## src/core/i2c_seq_pkg.sv

```systemverilog
package i2c_seq_pkg;

  // system clock and the bench's link clock period
  localparam int CLK_PERIOD_NS = 40;
  localparam int SCL_PERIOD_NS = 320;
  // quarter of an scl period in system cycles, rounded up, at least one
  localparam int QUARTER_RAW = (SCL_PERIOD_NS + 4 * CLK_PERIOD_NS - 1) / (4 * CLK_PERIOD_NS);
  localparam int QUARTER_CYCLES = (QUARTER_RAW < 1) ? 1 : QUARTER_RAW;
  localparam int TICK_W = 16;

  // data path and receive buffer shape
  localparam int DATA_W = 8;
  localparam int RX_DEPTH = 2;

  // reset values
  localparam logic [7:0] DATA_RESET = 8'h00;
  localparam logic TX_EMPTY_RESET = 1'b1;

  // phases of one scl period
  localparam logic [1:0] PH_SETUP = 2'h0;
  localparam logic [1:0] PH_RISE = 2'h1;
  localparam logic [1:0] PH_HIGH = 2'h2;
  localparam logic [1:0] PH_FALL = 2'h3;
  localparam logic [2:0] BIT_FIRST = 3'h0;
  localparam logic [2:0] BIT_LAST = 3'h7;

  typedef enum logic [2:0] {
    ST_IDLE = 3'b000,
    ST_START = 3'b001,
    ST_BIT = 3'b010,
    ST_ACK = 3'b011,
    ST_HOLD = 3'b100,
    ST_STOP = 3'b101
  } state_type;

  // level control bits from software
  typedef struct packed {
    logic controller_enable;
    logic transmit_irq_enable;
    logic nak_ctl;
  } ctl_type;

  // status bits shown to software
  typedef struct packed {
    logic tx_empty_flag;
    logic rx_full_flag;
    logic ack;
    logic nack_irq_flag;
  } status_type;

endpackage

```

## src/core/byte_buffer.sv

```systemverilog
// small first-in first-out buffer with valid and ready on both sides
module byte_buffer #(
  parameter int WIDTH = 8,
  parameter int DEPTH = 2
) (
  input wire logic clk_in,
  input wire logic reset_n_in,
  input wire logic in_valid_in,
  input wire logic [WIDTH-1:0] in_data_in,
  output logic in_ready_out,
  output logic out_valid_out,
  output logic [WIDTH-1:0] out_data_out,
  input wire logic out_ready_in
);
  localparam int PW = (DEPTH > 1) ? $clog2(DEPTH) : 1;
  localparam int CW = $clog2(DEPTH + 1);

  logic [WIDTH-1:0] mem_q [DEPTH];
  logic [PW-1:0] wr_ptr_q, wr_ptr_d, rd_ptr_q, rd_ptr_d;
  logic [CW-1:0] count_q, count_d;
  logic push, pop;

  assign in_ready_out = (count_q != CW'(DEPTH));
  assign out_valid_out = (count_q != '0);
  assign out_data_out = mem_q[rd_ptr_q];
  assign push = in_valid_in && in_ready_out;
  assign pop = out_valid_out && out_ready_in;

  // pointer wrap is explicit so depth need not be a power of two
  always_comb begin
    wr_ptr_d = wr_ptr_q;
    rd_ptr_d = rd_ptr_q;
    count_d = count_q;
    if (push) begin
      wr_ptr_d = (wr_ptr_q == PW'(DEPTH - 1)) ? '0 : PW'(wr_ptr_q + 1'b1);
    end
    if (pop) begin
      rd_ptr_d = (rd_ptr_q == PW'(DEPTH - 1)) ? '0 : PW'(rd_ptr_q + 1'b1);
    end
    if (push && !pop) begin
      count_d = CW'(count_q + 1'b1);
    end else if (pop && !push) begin
      count_d = CW'(count_q - 1'b1);
    end
  end

  always_ff @(posedge clk_in) begin
    if (!reset_n_in) begin
      wr_ptr_q <= '0;
      rd_ptr_q <= '0;
      count_q <= '0;
    end else begin
      wr_ptr_q <= wr_ptr_d;
      rd_ptr_q <= rd_ptr_d;
      count_q <= count_d;
    end
  end

  // storage carries no reset, only written on push
  always_ff @(posedge clk_in) begin
    if (push) begin
      mem_q[wr_ptr_q] <= in_data_in;
    end
  end
endmodule // byte_buffer

```

## src/core/i2c_master_transfer_sequencer.sv

```systemverilog
// Overview of operation
// - enabled, transmit interrupts on and empty data register raise the interrupt
// - start bit set: drive start condition, then move data register into shifter
// - after an address byte's first bit, flag transmit-empty and interrupt
// - after first address ack, load and send second byte, interrupt after first bit
// - slave holding sda low in the ninth scl high sets the ack status bit
// - unacknowledged write byte sets the nack flag and clears ack status
// - stop after nack: send stop condition, then clear stop bit and nack flag
// - for each data byte, flag transmit-empty once its first bit has gone
// - stop or start already set at a written byte's end suppresses the nack interrupt
// - after the last byte send stop or repeated start as set, then clear it
// - after each received byte answer nack when the nak control bit is set
// - a completed received byte sets receive-full and raises the interrupt
// - reading the data register clears receive-full
// - last read byte raises nack interrupt; stop then sent and stop, nack cleared
// - the shift register is hidden; it loads from the data register and fills the receive buffer
module i2c_master_transfer_sequencer #(
  parameter int QUARTER_CYCLES = i2c_seq_pkg::QUARTER_CYCLES,
  parameter int RX_DEPTH = i2c_seq_pkg::RX_DEPTH
) (
  input wire logic clk_in,
  input wire logic reset_n_in,
  input wire i2c_seq_pkg::ctl_type ctl_in,
  input wire logic start_set_in,
  input wire logic stop_set_in,
  input wire logic flush_in,
  input wire logic data_wr_in,
  input wire logic [7:0] data_wr_data_in,
  input wire logic data_rd_in,
  input wire logic scl_in,
  input wire logic sda_in,
  output logic scl_out,
  output logic scl_oe_n_out,
  output logic sda_out,
  output logic sda_oe_n_out,
  output logic start_bit_out,
  output logic stop_bit_out,
  output i2c_seq_pkg::status_type status_out,
  output logic [7:0] rd_data_out,
  output logic irq_out
);
  i2c_seq_pkg::state_type state_q, state_d;
  i2c_seq_pkg::status_type status_q, status_d;
  logic [1:0] phase_q, phase_d;
  logic [2:0] bit_cnt_q, bit_cnt_d;
  logic [i2c_seq_pkg::TICK_W-1:0] tick_q, tick_d;
  logic [7:0] shift_q, shift_d;
  logic [7:0] data_q, data_d;
  logic start_q, start_d, stop_q, stop_d;
  logic rd_mode_q, rd_mode_d, rx_byte_q, rx_byte_d;
  logic scl_low_q, scl_low_d, sda_low_q, sda_low_d;
  logic irq_q, irq_d;
  logic [1:0] sync1_q, sync2_q;
  logic scl_seen, sda_seen, tick, advance;
  logic push_valid, push_ready, pop_valid, pop_ready;
  logic [7:0] pop_data;

  // two-stage synchronisers; only the second stage is read by logic
  always_ff @(posedge clk_in) begin
    if (!reset_n_in) begin
      sync1_q <= 2'h3;
      sync2_q <= 2'h3;
    end else begin
      sync1_q <= {scl_in, sda_in};
      sync2_q <= sync1_q;
    end
  end
  assign scl_seen = sync2_q[1];
  assign sda_seen = sync2_q[0];

  // quarter-period tick; the high phase waits for scl to really rise (stretching)
  assign tick = (tick_q == i2c_seq_pkg::TICK_W'(QUARTER_CYCLES - 1));
  assign advance = tick && !(phase_q == i2c_seq_pkg::PH_HIGH && !scl_seen);

  // received bytes wait here so a slow reader loses nothing
  assign push_valid = (state_q == i2c_seq_pkg::ST_ACK) && rx_byte_q && advance
                      && (phase_q == i2c_seq_pkg::PH_SETUP);
  assign pop_ready = !status_q.rx_full_flag && !flush_in;

  byte_buffer #(
    .WIDTH(i2c_seq_pkg::DATA_W),
    .DEPTH(RX_DEPTH)
  ) rx_buffer (
    .clk_in(clk_in),
    .reset_n_in(reset_n_in),
    .in_valid_in(push_valid),
    .in_data_in(shift_q),
    .in_ready_out(push_ready),
    .out_valid_out(pop_valid),
    .out_data_out(pop_data),
    .out_ready_in(pop_ready)
  );

  // sequencer, flags and data register next values
  always_comb begin
    state_d = state_q;
    status_d = status_q;
    phase_d = phase_q;
    bit_cnt_d = bit_cnt_q;
    tick_d = tick ? '0 : i2c_seq_pkg::TICK_W'(tick_q + 1'b1);
    if (tick && !advance) begin
      tick_d = tick_q;
    end
    shift_d = shift_q;
    data_d = data_q;
    start_d = start_q || start_set_in;
    stop_d = stop_q || stop_set_in;
    rd_mode_d = rd_mode_q;
    rx_byte_d = rx_byte_q;
    scl_low_d = scl_low_q;
    sda_low_d = sda_low_q;
    // software side of the data register
    if (flush_in) begin
      status_d.tx_empty_flag = 1'b1;
    end
    if (data_wr_in) begin
      data_d = data_wr_data_in;
      status_d.tx_empty_flag = 1'b0;
    end
    if (data_rd_in) begin
      status_d.rx_full_flag = 1'b0;
    end
    if (pop_valid && pop_ready) begin
      data_d = pop_data;
      status_d.rx_full_flag = 1'b1;
    end
    if (advance) begin
      phase_d = 2'(phase_q + 1'b1);
    end
    case (state_q)
      i2c_seq_pkg::ST_IDLE: begin
        scl_low_d = 1'b0;
        sda_low_d = 1'b0;
        phase_d = i2c_seq_pkg::PH_SETUP;
        if (stop_q) begin
          stop_d = stop_set_in;
        end else if (start_q && !status_q.tx_empty_flag) begin
          state_d = i2c_seq_pkg::ST_START;
        end
      end
      // start and repeated start: sda falls while scl is high
      i2c_seq_pkg::ST_START: begin
        if (advance) begin
          case (phase_q)
            i2c_seq_pkg::PH_SETUP: sda_low_d = 1'b0;
            i2c_seq_pkg::PH_RISE: scl_low_d = 1'b0;
            i2c_seq_pkg::PH_HIGH: sda_low_d = 1'b1;
            default: begin
              scl_low_d = 1'b1;
              shift_d = data_q;
              rd_mode_d = data_q[0];
              rx_byte_d = 1'b0;
              start_d = start_set_in;
              bit_cnt_d = i2c_seq_pkg::BIT_FIRST;
              state_d = i2c_seq_pkg::ST_BIT;
            end
          endcase
        end
      end
      i2c_seq_pkg::ST_BIT: begin
        if (advance) begin
          case (phase_q)
            i2c_seq_pkg::PH_SETUP: sda_low_d = !rx_byte_q && !shift_q[7];
            i2c_seq_pkg::PH_RISE: scl_low_d = 1'b0;
            i2c_seq_pkg::PH_HIGH: begin
              if (rx_byte_q) begin
                shift_d = {shift_q[6:0], sda_seen};
              end
            end
            default: begin
              scl_low_d = 1'b1;
              if (!rx_byte_q) begin
                shift_d = {shift_q[6:0], 1'b1};
              end
              // first bit gone: data register free for the next byte
              if (!rx_byte_q && bit_cnt_q == i2c_seq_pkg::BIT_FIRST && !data_wr_in) begin
                status_d.tx_empty_flag = 1'b1;
              end
              bit_cnt_d = 3'(bit_cnt_q + 1'b1);
              if (bit_cnt_q == i2c_seq_pkg::BIT_LAST) begin
                state_d = i2c_seq_pkg::ST_ACK;
              end
            end
          endcase
        end
      end
      i2c_seq_pkg::ST_ACK: begin
        if (advance) begin
          case (phase_q)
            i2c_seq_pkg::PH_SETUP: sda_low_d = rx_byte_q && !ctl_in.nak_ctl;
            i2c_seq_pkg::PH_RISE: scl_low_d = 1'b0;
            i2c_seq_pkg::PH_HIGH: begin
              if (!rx_byte_q) begin
                status_d.ack = !sda_seen;
              end
            end
            default: begin
              scl_low_d = 1'b1;
              state_d = i2c_seq_pkg::ST_HOLD;
              if (!rx_byte_q) begin
                // a pending stop or start hides the nack
                if (stop_q || start_q) begin
                  state_d = stop_q ? i2c_seq_pkg::ST_STOP : i2c_seq_pkg::ST_START;
                end else if (!status_q.ack) begin
                  status_d.nack_irq_flag = 1'b1;
                end
              end else if (ctl_in.nak_ctl) begin
                status_d.nack_irq_flag = 1'b1;
              end
              if (state_d == i2c_seq_pkg::ST_START) begin
                sda_low_d = sda_low_q;
              end
            end
          endcase
        end
      end
      // scl held low until software gives the next step; reads go on at once while the receive buffer has room
      i2c_seq_pkg::ST_HOLD: begin
        phase_d = i2c_seq_pkg::PH_SETUP;
        if (stop_q) begin
          state_d = i2c_seq_pkg::ST_STOP;
        end else if (start_q) begin
          state_d = i2c_seq_pkg::ST_START;
        end else if (!status_q.nack_irq_flag) begin
          if (rd_mode_q && push_ready) begin
            rx_byte_d = 1'b1;
            bit_cnt_d = i2c_seq_pkg::BIT_FIRST;
            state_d = i2c_seq_pkg::ST_BIT;
          end else if (!rd_mode_q && !status_q.tx_empty_flag) begin
            shift_d = data_q;
            rx_byte_d = 1'b0;
            bit_cnt_d = i2c_seq_pkg::BIT_FIRST;
            state_d = i2c_seq_pkg::ST_BIT;
          end
        end
      end
      // stop: sda rises while scl is high
      i2c_seq_pkg::ST_STOP: begin
        if (advance) begin
          case (phase_q)
            i2c_seq_pkg::PH_SETUP: sda_low_d = 1'b1;
            i2c_seq_pkg::PH_RISE: scl_low_d = 1'b0;
            i2c_seq_pkg::PH_HIGH: sda_low_d = 1'b0;
            default: begin
              stop_d = stop_set_in;
              status_d.nack_irq_flag = 1'b0;
              state_d = i2c_seq_pkg::ST_IDLE;
            end
          endcase
        end
      end
      default: state_d = i2c_seq_pkg::ST_IDLE;
    endcase
    // disabled controller lets go of the bus at once
    if (!ctl_in.controller_enable) begin
      state_d = i2c_seq_pkg::ST_IDLE;
      scl_low_d = 1'b0;
      sda_low_d = 1'b0;
    end
    // interrupt follows the next flag values so it leaves a flip-flop
    irq_d = ctl_in.controller_enable && ((ctl_in.transmit_irq_enable && status_d.tx_empty_flag)
            || status_d.rx_full_flag || status_d.nack_irq_flag);
  end

  // register stage only
  always_ff @(posedge clk_in) begin
    if (!reset_n_in) begin
      state_q <= i2c_seq_pkg::ST_IDLE;
      status_q <= '{tx_empty_flag: i2c_seq_pkg::TX_EMPTY_RESET, default: 1'b0};
      phase_q <= i2c_seq_pkg::PH_SETUP;
      bit_cnt_q <= i2c_seq_pkg::BIT_FIRST;
      tick_q <= '0;
      shift_q <= i2c_seq_pkg::DATA_RESET;
      data_q <= i2c_seq_pkg::DATA_RESET;
      start_q <= 1'b0;
      stop_q <= 1'b0;
      rd_mode_q <= 1'b0;
      rx_byte_q <= 1'b0;
      scl_low_q <= 1'b0;
      sda_low_q <= 1'b0;
      irq_q <= 1'b0;
    end else begin
      state_q <= state_d;
      status_q <= status_d;
      phase_q <= phase_d;
      bit_cnt_q <= bit_cnt_d;
      tick_q <= tick_d;
      shift_q <= shift_d;
      data_q <= data_d;
      start_q <= start_d;
      stop_q <= stop_d;
      rd_mode_q <= rd_mode_d;
      rx_byte_q <= rx_byte_d;
      scl_low_q <= scl_low_d;
      sda_low_q <= sda_low_d;
      irq_q <= irq_d;
    end
  end

  // open-drain pins: data value is always low, enable low while pulling
  assign scl_out = 1'b0;
  assign sda_out = 1'b0;
  assign scl_oe_n_out = !scl_low_q;
  assign sda_oe_n_out = !sda_low_q;
  assign start_bit_out = start_q;
  assign stop_bit_out = stop_q;
  assign status_out = status_q;
  assign rd_data_out = data_q;
  assign irq_out = irq_q;
endmodule // i2c_master_transfer_sequencer

```

## config.mk

```make
export PLATFORM = sky130hd
export DESIGN_NAME = i2c_master_transfer_sequencer
export DESIGN_NICKNAME = d
export VERILOG_FILES = /design/src/core/i2c_seq_pkg.sv /design/src/core/byte_buffer.sv /design/src/core/i2c_master_transfer_sequencer.sv
export SDC_FILE = /design/constraint.sdc
export NUM_CORES = 1
export LEC_CHECK = 0
export BUFFER_PORTS_ARGS = -buffer_cell sky130_fd_sc_hd__buf_2
export CAP_MARGIN = 25
export CORE_MARGIN = 2
export CORE_UTILIZATION = 59
export CTS_CLUSTER_DIAMETER = 120
export CTS_CLUSTER_SIZE = 20
export DETAILED_ROUTE_END_ITERATION = 12
export GPL_TIMING_DRIVEN = 0
export PLACE_DENSITY = 0.76
export SKIP_CTS_REPAIR_TIMING = 1
export SLEW_MARGIN = 20
export SYNTH_ARGS = -nofsm -noshare
export SYNTH_HDL_FRONTEND = slang
export SYNTH_SLANG_ARGS = --single-unit
export TNS_END_PERCENT = 10
```

## constraint.sdc

```tcl
create_clock -name clk_in -period 2.8 [get_ports clk_in]
set_clock_uncertainty 0.05 [all_clocks]
set_input_delay 0.7 -clock clk_in [delete_from_list [all_inputs] [get_ports clk_in]]
set_output_delay 0.7 -clock clk_in [all_outputs]
set_load 0.02 [all_outputs]
```

After elaboration in Yosys (flattened, before gate mapping):

Memory sizes are Yosys's and may differ from the RTL's. A register that Yosys moved wholly into a read port is not among the register bits.
Cells that the tools add are included.

* add/sub/neg operators: 7
* equality and inequality tests: 39
* multiplexer cells: 97
* bitwise logic cells: 3
* reduce and logical (&&, ||, !) cells: 65

Operator list (number)
* two-way mux 8 bit: 12
* two-way mux 3 bit: 26
* two-way mux 1 bit: 44
* != test 2 bit (second input constant): 20
* case mux 8 bit (3 select lines): 1
* logical AND 1 bit: 20
* case mux 3 bit (6 select lines): 1
* AND reduction 9 bit: 2
* adder 16 x 1 -> 16 bit (second input constant): 1
* equality test 16 x 1 -> 1 bit (second input constant): 1
* logical NOT 1 bit: 16
* two-way mux 16 bit: 1
* case mux 8 bit (2 select lines): 1
* != test 3 bit (second input constant): 5
* AND reduction 13 bit: 1
* case mux 1 bit (2 select lines): 6
* AND reduction 12 bit: 1
* equality test 3 bit (second input constant): 3
* case mux 3 bit (3 select lines): 1
* OR reduction 3 bit: 3
* nonzero test 2 bit: 4
* AND reduction 7 bit: 1
* equality test 3 x 2 -> 1 bit (second input constant): 2
* logical NOT 3 bit: 2
* other kinds (23): 36

* register bits after elaboration: 59
* bits in writable memories: 16
* output and inout bits: 19
* logic and storage cells: 234
* memories: 1

Memory list
* rx_buffer.mem_q: words 2, bits a word 8, read ports 1, clocked after Yosys merged registers in 1, wr ports 1, line byte_buffer.sv:18 `logic [WIDTH-1:0] mem_q [DEPTH];`

Logic depth before layout (Yosys ltp):

Gate-level depths: netlist of the first run.

* depth after elaboration: 11
* mapped depth: 9
* depth with buffers taken out: 9

Cells and area by module:

Synthesis of the first run repeated with hierarchy kept, for this count alone.

* cells, all modules: 405
* area, all modules: 3834.9 um2

By module, submodules not included
* i2c_master_transfer_sequencer: instances 1, cells an instance 355, area an instance 3025.4 um2, sequential area each 1101.1 um2
* byte_buffer: instances 1, cells an instance 50, area an instance 809.5 um2, sequential area each 580.6 um2

Worst setup path before layout of the first run:

OpenSTA, ideal clock, no wires.

* kind: input-to-reg
* from: in flush_in
* to: reg rx_buffer.count_q[1]
* setup time: 70 ps
* data arrival time: 2148 ps
* path slack: 532 ps
* stages on the path: 7
* path buffers: 1
* cell sequence: nor2_1 > o21a_1 > clkinv_1 > buf_1 > ha_1 > or3_1 > a21oi_1

* word-level cells in the longest chain between the ends: 6
* elaborated cells on any way between the ends: 8

Ends and longest elaborated chain
* from (decl): line i2c_master_transfer_sequencer.sv:26 `input wire logic flush_in,`
* logical NOT 1 bit (*): line i2c_master_transfer_sequencer.sv:78 `assign pop_ready = !status_q.rx_full_flag && !flush_in;`
* logical AND 1 bit (*): line i2c_master_transfer_sequencer.sv:78
* logical AND 1 bit (*): line byte_buffer.sv:27 `assign pop = out_valid_out && out_ready_in;`
* logical NOT 1 bit: line byte_buffer.sv:40 `if (push && !pop) begin`
* logical AND 1 bit: line byte_buffer.sv:40
* two-way mux 2 bit / nonzero test 2 bit (equally long branches)
* to (signal assigned): line byte_buffer.sv:55 `count_q <= count_d;`
* to (decl): line byte_buffer.sv:20 `logic [CW-1:0] count_q, count_d;`

Mark *: on every way between the ends. The rest lies on a longest branch, timed or not.
A chain may end at the register's enable or synchronous reset.

Worst setup path in the final report of the first run:

* from: reg phase_q[0]
* to: reg rx_buffer.count_q[1]

* word-level cells in the longest chain between the ends: 10
* elaborated cells on any way between the ends: 13

Ends and longest elaborated chain
* from (decl): line i2c_master_transfer_sequencer.sv:44 `logic [1:0] phase_q, phase_d;`
* from (signal assigned): line i2c_master_transfer_sequencer.sv:270 `phase_q <= i2c_seq_pkg::PH_SETUP;`
* from (signal assigned): line i2c_master_transfer_sequencer.sv:285 `phase_q <= phase_d;`
* equality test 2 bit: line i2c_master_transfer_sequencer.sv:73 `assign advance = tick && !(phase_q == i2c_seq_pkg::PH_HIGH && !scl_seen);`
* logical AND 1 bit: line i2c_master_transfer_sequencer.sv:73
* logical NOT 1 bit: line i2c_master_transfer_sequencer.sv:73
* logical AND 1 bit: line i2c_master_transfer_sequencer.sv:73
* logical AND 1 bit: line i2c_master_transfer_sequencer.sv:76 `assign push_valid = (state_q == i2c_seq_pkg::ST_ACK) && rx_byte_q && advance`
* logical AND 1 bit (*): line i2c_master_transfer_sequencer.sv:77 `&& (phase_q == i2c_seq_pkg::PH_SETUP);`
* logical AND 1 bit (*): line byte_buffer.sv:26 `assign push = in_valid_in && in_ready_out;`
* logical NOT 1 bit: line byte_buffer.sv:42 `end else if (pop && !push) begin`
* logical AND 1 bit: line byte_buffer.sv:42
* nonzero test 2 bit (no line)

Marked as above.

==> metrics, run 1 <==
routed len/inst=17.05 µm; Finished Layout Cells=530; filler cell count in the final layout=between 500 and 600; initial core utilization=0.6028; CP Max Fanout=8; leakage power=approximately 1.5 nW; TritonCTS Buffers=9; CTS root buf=clkbuf_8; gpl congestion=between 0.9 and 1; worst setup margin=~190 ps; hold path start=sync1_q[1]; Die H=83.86 µm; vias=around 3,200; Yosys warnings=0; CTS tree=yes; critical path class=reg2reg; Sink Count=76; Clock Tree Buf Depth=2; VDD IR max=approximately 0.40 mV; H-tree depth=3; Starting DRT DRC Count=195; register area share after synthesis=0.4470; Inserted Diodes=0; syn_area_per_cell=between 9 and 10 µm²; FF-to-FF Start=phase_q[0]; Area after DPL=4038 µm²; Slew Viols, Final=0; routed vias/inst=~6.0; post-route ant nets=0; Async SR Flop Fraction=0; pin count of the biggest net entering global routing=15; Startpoint Class=register; # setup viols final=0; post-synth top area cell=dfxtp_1; max frequency=around 0.38 GHz; Synth-to-Final Area Change=12.70%; row count=29; CP required=just over 3000 ps; Multi-input gate area=roughly 1900 µm²; core area=6241 µm²; Rel. slew slack=0.4843; status=finished, final reports clean; share of post-route cells with drive strength above 1=0.1567; post-synthesis cell area=between 3000 and 4000 µm²; design area=~4200 µm²; placed cell count=approximately 510; worst skew pair latency=350 ps; final core occ=0.6794; crit path launch=phase_q[0]; #FFs+latches synth=between 70 and 80; Hold Vio Cnt, Final=0; post-layout min period=about 2600 ps; initial antenna violation count=0; # port buffers=35; HP Class=reg2reg; Synth cell types=55; most frequent cells in the layout=dfxtp_1, buf_2, a21oi_1; Pre-antenna DRT Iters=5; top-area cell type share of the netlist area=0.3193; Slew @ Worst Pin=773.6 ps; overall routing resource usage=0.2666; Layout Nets=between 400 and 500; Synth Instances=401; DP Worst Slack=-47.91 ps; synth top area cells=dfxtp_1, edfxtp_1, mux2i_1, a21oi_1, a211oi_1; most common cell after layout, fill and taps aside=dfxtp_1; GR Overflow Total=0; I/O Pins=39; data arrival time of the worst path=between 2000 and 3000 ps; die area=7032 µm²; post-detail-place hpwl=6.492 mm; RSZ-0062 raised after global routing=no; register area=between 1500 and 2000 µm²; P per Cell Area=around 540 nW/µm²; vias in the first global route=2,958; final period utilization=0.9331; DRC=0; ys flop type=dfxtp_1; Post-synth EDFFs=16; Reg clk slew, reported paths=80 ps; Die X=approximately 84 µm; global-route wire length before repair=~15 mm; Critical Path End Type=register; Max-Cap Viols=0; Routed WL=around 9.0 mm
## per-stage QoR
| stage | total power, mW | TNS, ps | hold WS [ps] |
|---|---|---|---|
| 2_1_floorplan | 1.383 | 0 | 336.3 |
| 6_report | 2.290 | 0 | 361.8 |
| 3_3_place_gp | 1.471 | 0 | 337.5 |
| 3_5_place_dp | 1.477 | -380.0 | 346.9 |
| 5_1_grt | 2.381 | 0 | 384.1 |
| 4_1_cts | 2.297 | -363.2 | 365.7 |
## where the power goes
| group | total (mW) | switching [mW] | internal (mW) |
|---|---|---|---|
| clock | 0.832 | 0.419 | 0.412 |
| sequential | 1.17 | 0.0282 | 1.14 |
| combinational | 0.291 | 0.188 | 0.103 |
| total | 2.29 | 0.636 | 1.65 |
## cell type report
class | instances | area share
buffer | 26 | 0.02892
clock buffer | 10 | 0.03010
timing repair buffer | 35 | 0.04131
tap | 77 | 0.02272
clock inverter | 6 | 0.01505
multi-input combinational | 286 | 0.4529
sequential | 76 | 0.3966
inverter | 14 | 0.01239
## sequential cells by signal (all words and copies together), names as in the netlist, 2 cells and up, named ones only
name               cells
rx_buffer.mem_q       16
tick_q                16
rd_data_out            8
shift_q                8
status_out             4
bit_cnt_q              3
state_q                3
phase_q                2
rx_buffer.count_q      2
sync1_q                2
sync2_q                2
## worst paths after layout
| path | end | slack [ps] | depth (start not counted) |
|---|---|---|---|
| min reg2reg | sync2_q[1] | 360 | 1 |
| max | rx_buffer.count_q[1] | 190 | 8 |
| max reg2reg | rx_buffer.count_q[1] | 190 | 8 |
| min | sync2_q[1] | 360 | 1 |
## cell usage after synthesis (all sizes together) (2+ instances only)
cell type and count:
o31a 2, buf 10, nor2b 13, nor4b 3
nor2 28, and2 2, or2 2, a21oi 31
a31oi 2, a211oi 18, xor2 10, or3 6
nand2 23, mux2i 19, a311o 3, a311oi 8
o31ai 4, nor3 6, nand4 10, nor4 7
inv 13, nand3b 2, nand3 18, o21a 5
ha 10, and3 4, clkbuf 16, or3b 2
xnor2 7, edfxtp 16, dfxtp 60, nand2b 12
o21ai 19
## worst max-delay path, stage by stage (launching register included)
cell and delay, ps:
dfxtp_1 340, inv_1 100, ha_1 150, clkbuf_1 300, nor2b_1 600, nor4_4 150
ha_1 350, or3_1 350, a21oi_1 140
## cells by family (layout without fill, tap and decap cells)
group	after synthesis	after routing	synth area share
and+or+nand+nor	142	142	0.2088
AOI/OAI and AO/OA	96	96	0.1733
DFF	76	76	0.4470
buffers and inverters	40	91	0.04655
muxes	19	19	0.05055
xor gates and xnor gates	17	17	0.03957
adders and majority gates	10	10	0.03326
other	1	2	0.0009967
## layer usage
metal  vias to the layer above  global-route usage  wire (µm)
met5                         -                   0          0
met1                      1511              0.3848       4259
met3                        17             0.04451        485
li1                       1549                   -          -
met4                         0              0.1085        203
met2                       103              0.3993       4091
(Power assumes the default switching activity.)
==> run 2: changes to the inputs <==
--- a/config.mk
+++ b/config.mk
@@ -8,12 +8,12 @@
 export BUFFER_PORTS_ARGS = -buffer_cell sky130_fd_sc_hd__buf_2
 export CAP_MARGIN = 25
 export CORE_MARGIN = 2
-export CORE_UTILIZATION = 59
+export CORE_UTILIZATION = 36
 export CTS_CLUSTER_DIAMETER = 120
 export CTS_CLUSTER_SIZE = 20
 export DETAILED_ROUTE_END_ITERATION = 12
 export GPL_TIMING_DRIVEN = 0
-export PLACE_DENSITY = 0.76
+export PLACE_DENSITY = 0.49
 export SKIP_CTS_REPAIR_TIMING = 1
 export SLEW_MARGIN = 20
 export SYNTH_ARGS = -nofsm -noshare
==> metrics, run 2 (synthesized netlist as in run 1, its figures left out) <==
CTS tree=yes; vias in the first global route=roughly 2,900; final core occ=0.4219; RSZ-0062 raised after global routing=no; hold path start=sync1_q[0]; critical path class=reg2reg; P per Cell Area=532.6 nW/µm²; Critical Path End Type=register; hold depth=1; Inserted Diodes=0; overall routing resource usage=0.1785; Startpoint Class=register; crit path launch=tick_q[0]; CP Max Fanout=8; GR Overflow Total=0; post-detail-place hpwl=7.101 mm; Slew Viols, Final=0; filler cell count in the final layout=1,030; Synth-to-Final Area Change=14.73%; global-route wire length before repair=approximately 16 mm; I/O Pins=39; routed vias/inst=around 5.2; Die H=roughly 110 µm; Starting DRT DRC Count=approximately 130; CTS root buf=clkbuf_8; DRC=0; Pre-antenna DRT Iters=4; post-layout min period=2554 ps; data arrival time of the worst path=around 2500 ps; die area=around 11,000 µm²; H-tree depth=3; gpl congestion=about 0.9; CP required=2740 ps; # port buffers=35; Layout Nets=478; HP Class=reg2reg; FF-to-FF Start=tick_q[0]; max frequency=0.3916 GHz; Reg2Reg Depth=5; core area=about 10,000 µm²; Die X=approximately 110 µm; initial antenna violation count=0; share of post-route cells with drive strength above 1=0.1589; post-route ant nets=0; vias=3,088; Multi-input gate area=1923 µm²; final period utilization=0.9120; Routed WL=9.719 mm; worst setup margin=~250 ps; Clock Tree Buf Depth=2; pin count of the biggest net entering global routing=14; most common cell after layout, fill and taps aside=dfxtp_1; most frequent cells in the layout=dfxtp_1, buf_2, a21oi_1; row count=37; top flop regs=rx_buffer.mem_q (16), tick_q (16); register area=1682 µm²; VDD IR max=0.2642 mV; Slew @ Worst Pin=around 860 ps; TritonCTS Buffers=9; # setup viols final=0; Hold Vio Cnt, Final=0; initial core utilization=0.3677; Reg clk slew, reported paths=~80 ps; Rel. slew slack=0.4274; Max-Cap Viols=0; Sink Count=76; leakage power=about 1.5 nW; worst skew pair latency=about 350 ps; DP Worst Slack=-146.8 ps; routed len/inst=16.50 µm; status=finished, final reports clean
==> run 2: final timing paths <==
check | endpoint | slack [ps]
min | sync2_q[0] | 360
max | rx_buffer.mem_q[0][7] | 250
max reg2reg | rx_buffer.mem_q[0][7] | 250
min reg2reg | sync2_q[0] | 360
==> run 2: stage by stage <==
step / instance area (µm²) / TNS, ps / total power, mW / instances / hold WS (ps)
2_1_floorplan: 3766 / 0 / 1.383 / 402 / 336.3
3_3_place_gp: 4111 / -889.9 / 1.485 / 573 / 344.2
3_5_place_dp: 4111 / -1220 / 1.485 / 573 / 349.3
4_1_cts: 4303 / -1357 / 2.331 / 589 / 372.5
5_1_grt: 4317 / 0 / 2.417 / 589 / 392.8
6_report: 4317 / 0 / 2.299 / 589 / 363.6
==> run 2: worst max-delay path: stages (launching register included) <==
cell     delay (ps)
dfxtp_1         390
ha_1            190
nor4b_2         210
nand4_1         340
nor4_4          460
nor2b_2         540
==> run 2: cell type report <==
class	count	area share
Multi-Input combinational cell	286	0.4455
Sequential cell	76	0.3896
Timing Repair Buffer	35	0.04058
Tap cell	136	0.03942
Clock buffer	10	0.02957
Buffer	26	0.02841
Clock inverter	6	0.01478
Inverter	14	0.01217
==> run 2: where the power goes <==
| group | switching (mW) | internal [mW] |
|---|---|---|
| Sequential | 0.0287 | 1.14 |
| Clock | 0.425 | 0.412 |
| Combinational | 0.191 | 0.102 |
| Total | 0.645 | 1.65 |
==> run 2: layer usage <==
metal | share of wire | routed length, µm | up-vias | global-route usage
li1 | - | - | 1543 | -
met3 | 0.031 | 301 | 12 | 0.03617
met2 | 0.44 | 4307 | 50 | 0.2669
met4 | 0.014 | 133 | 0 | 0.05357
met5 | 0 | 0 | - | 0
met1 | 0.51 | 4977 | 1483 | 0.2585
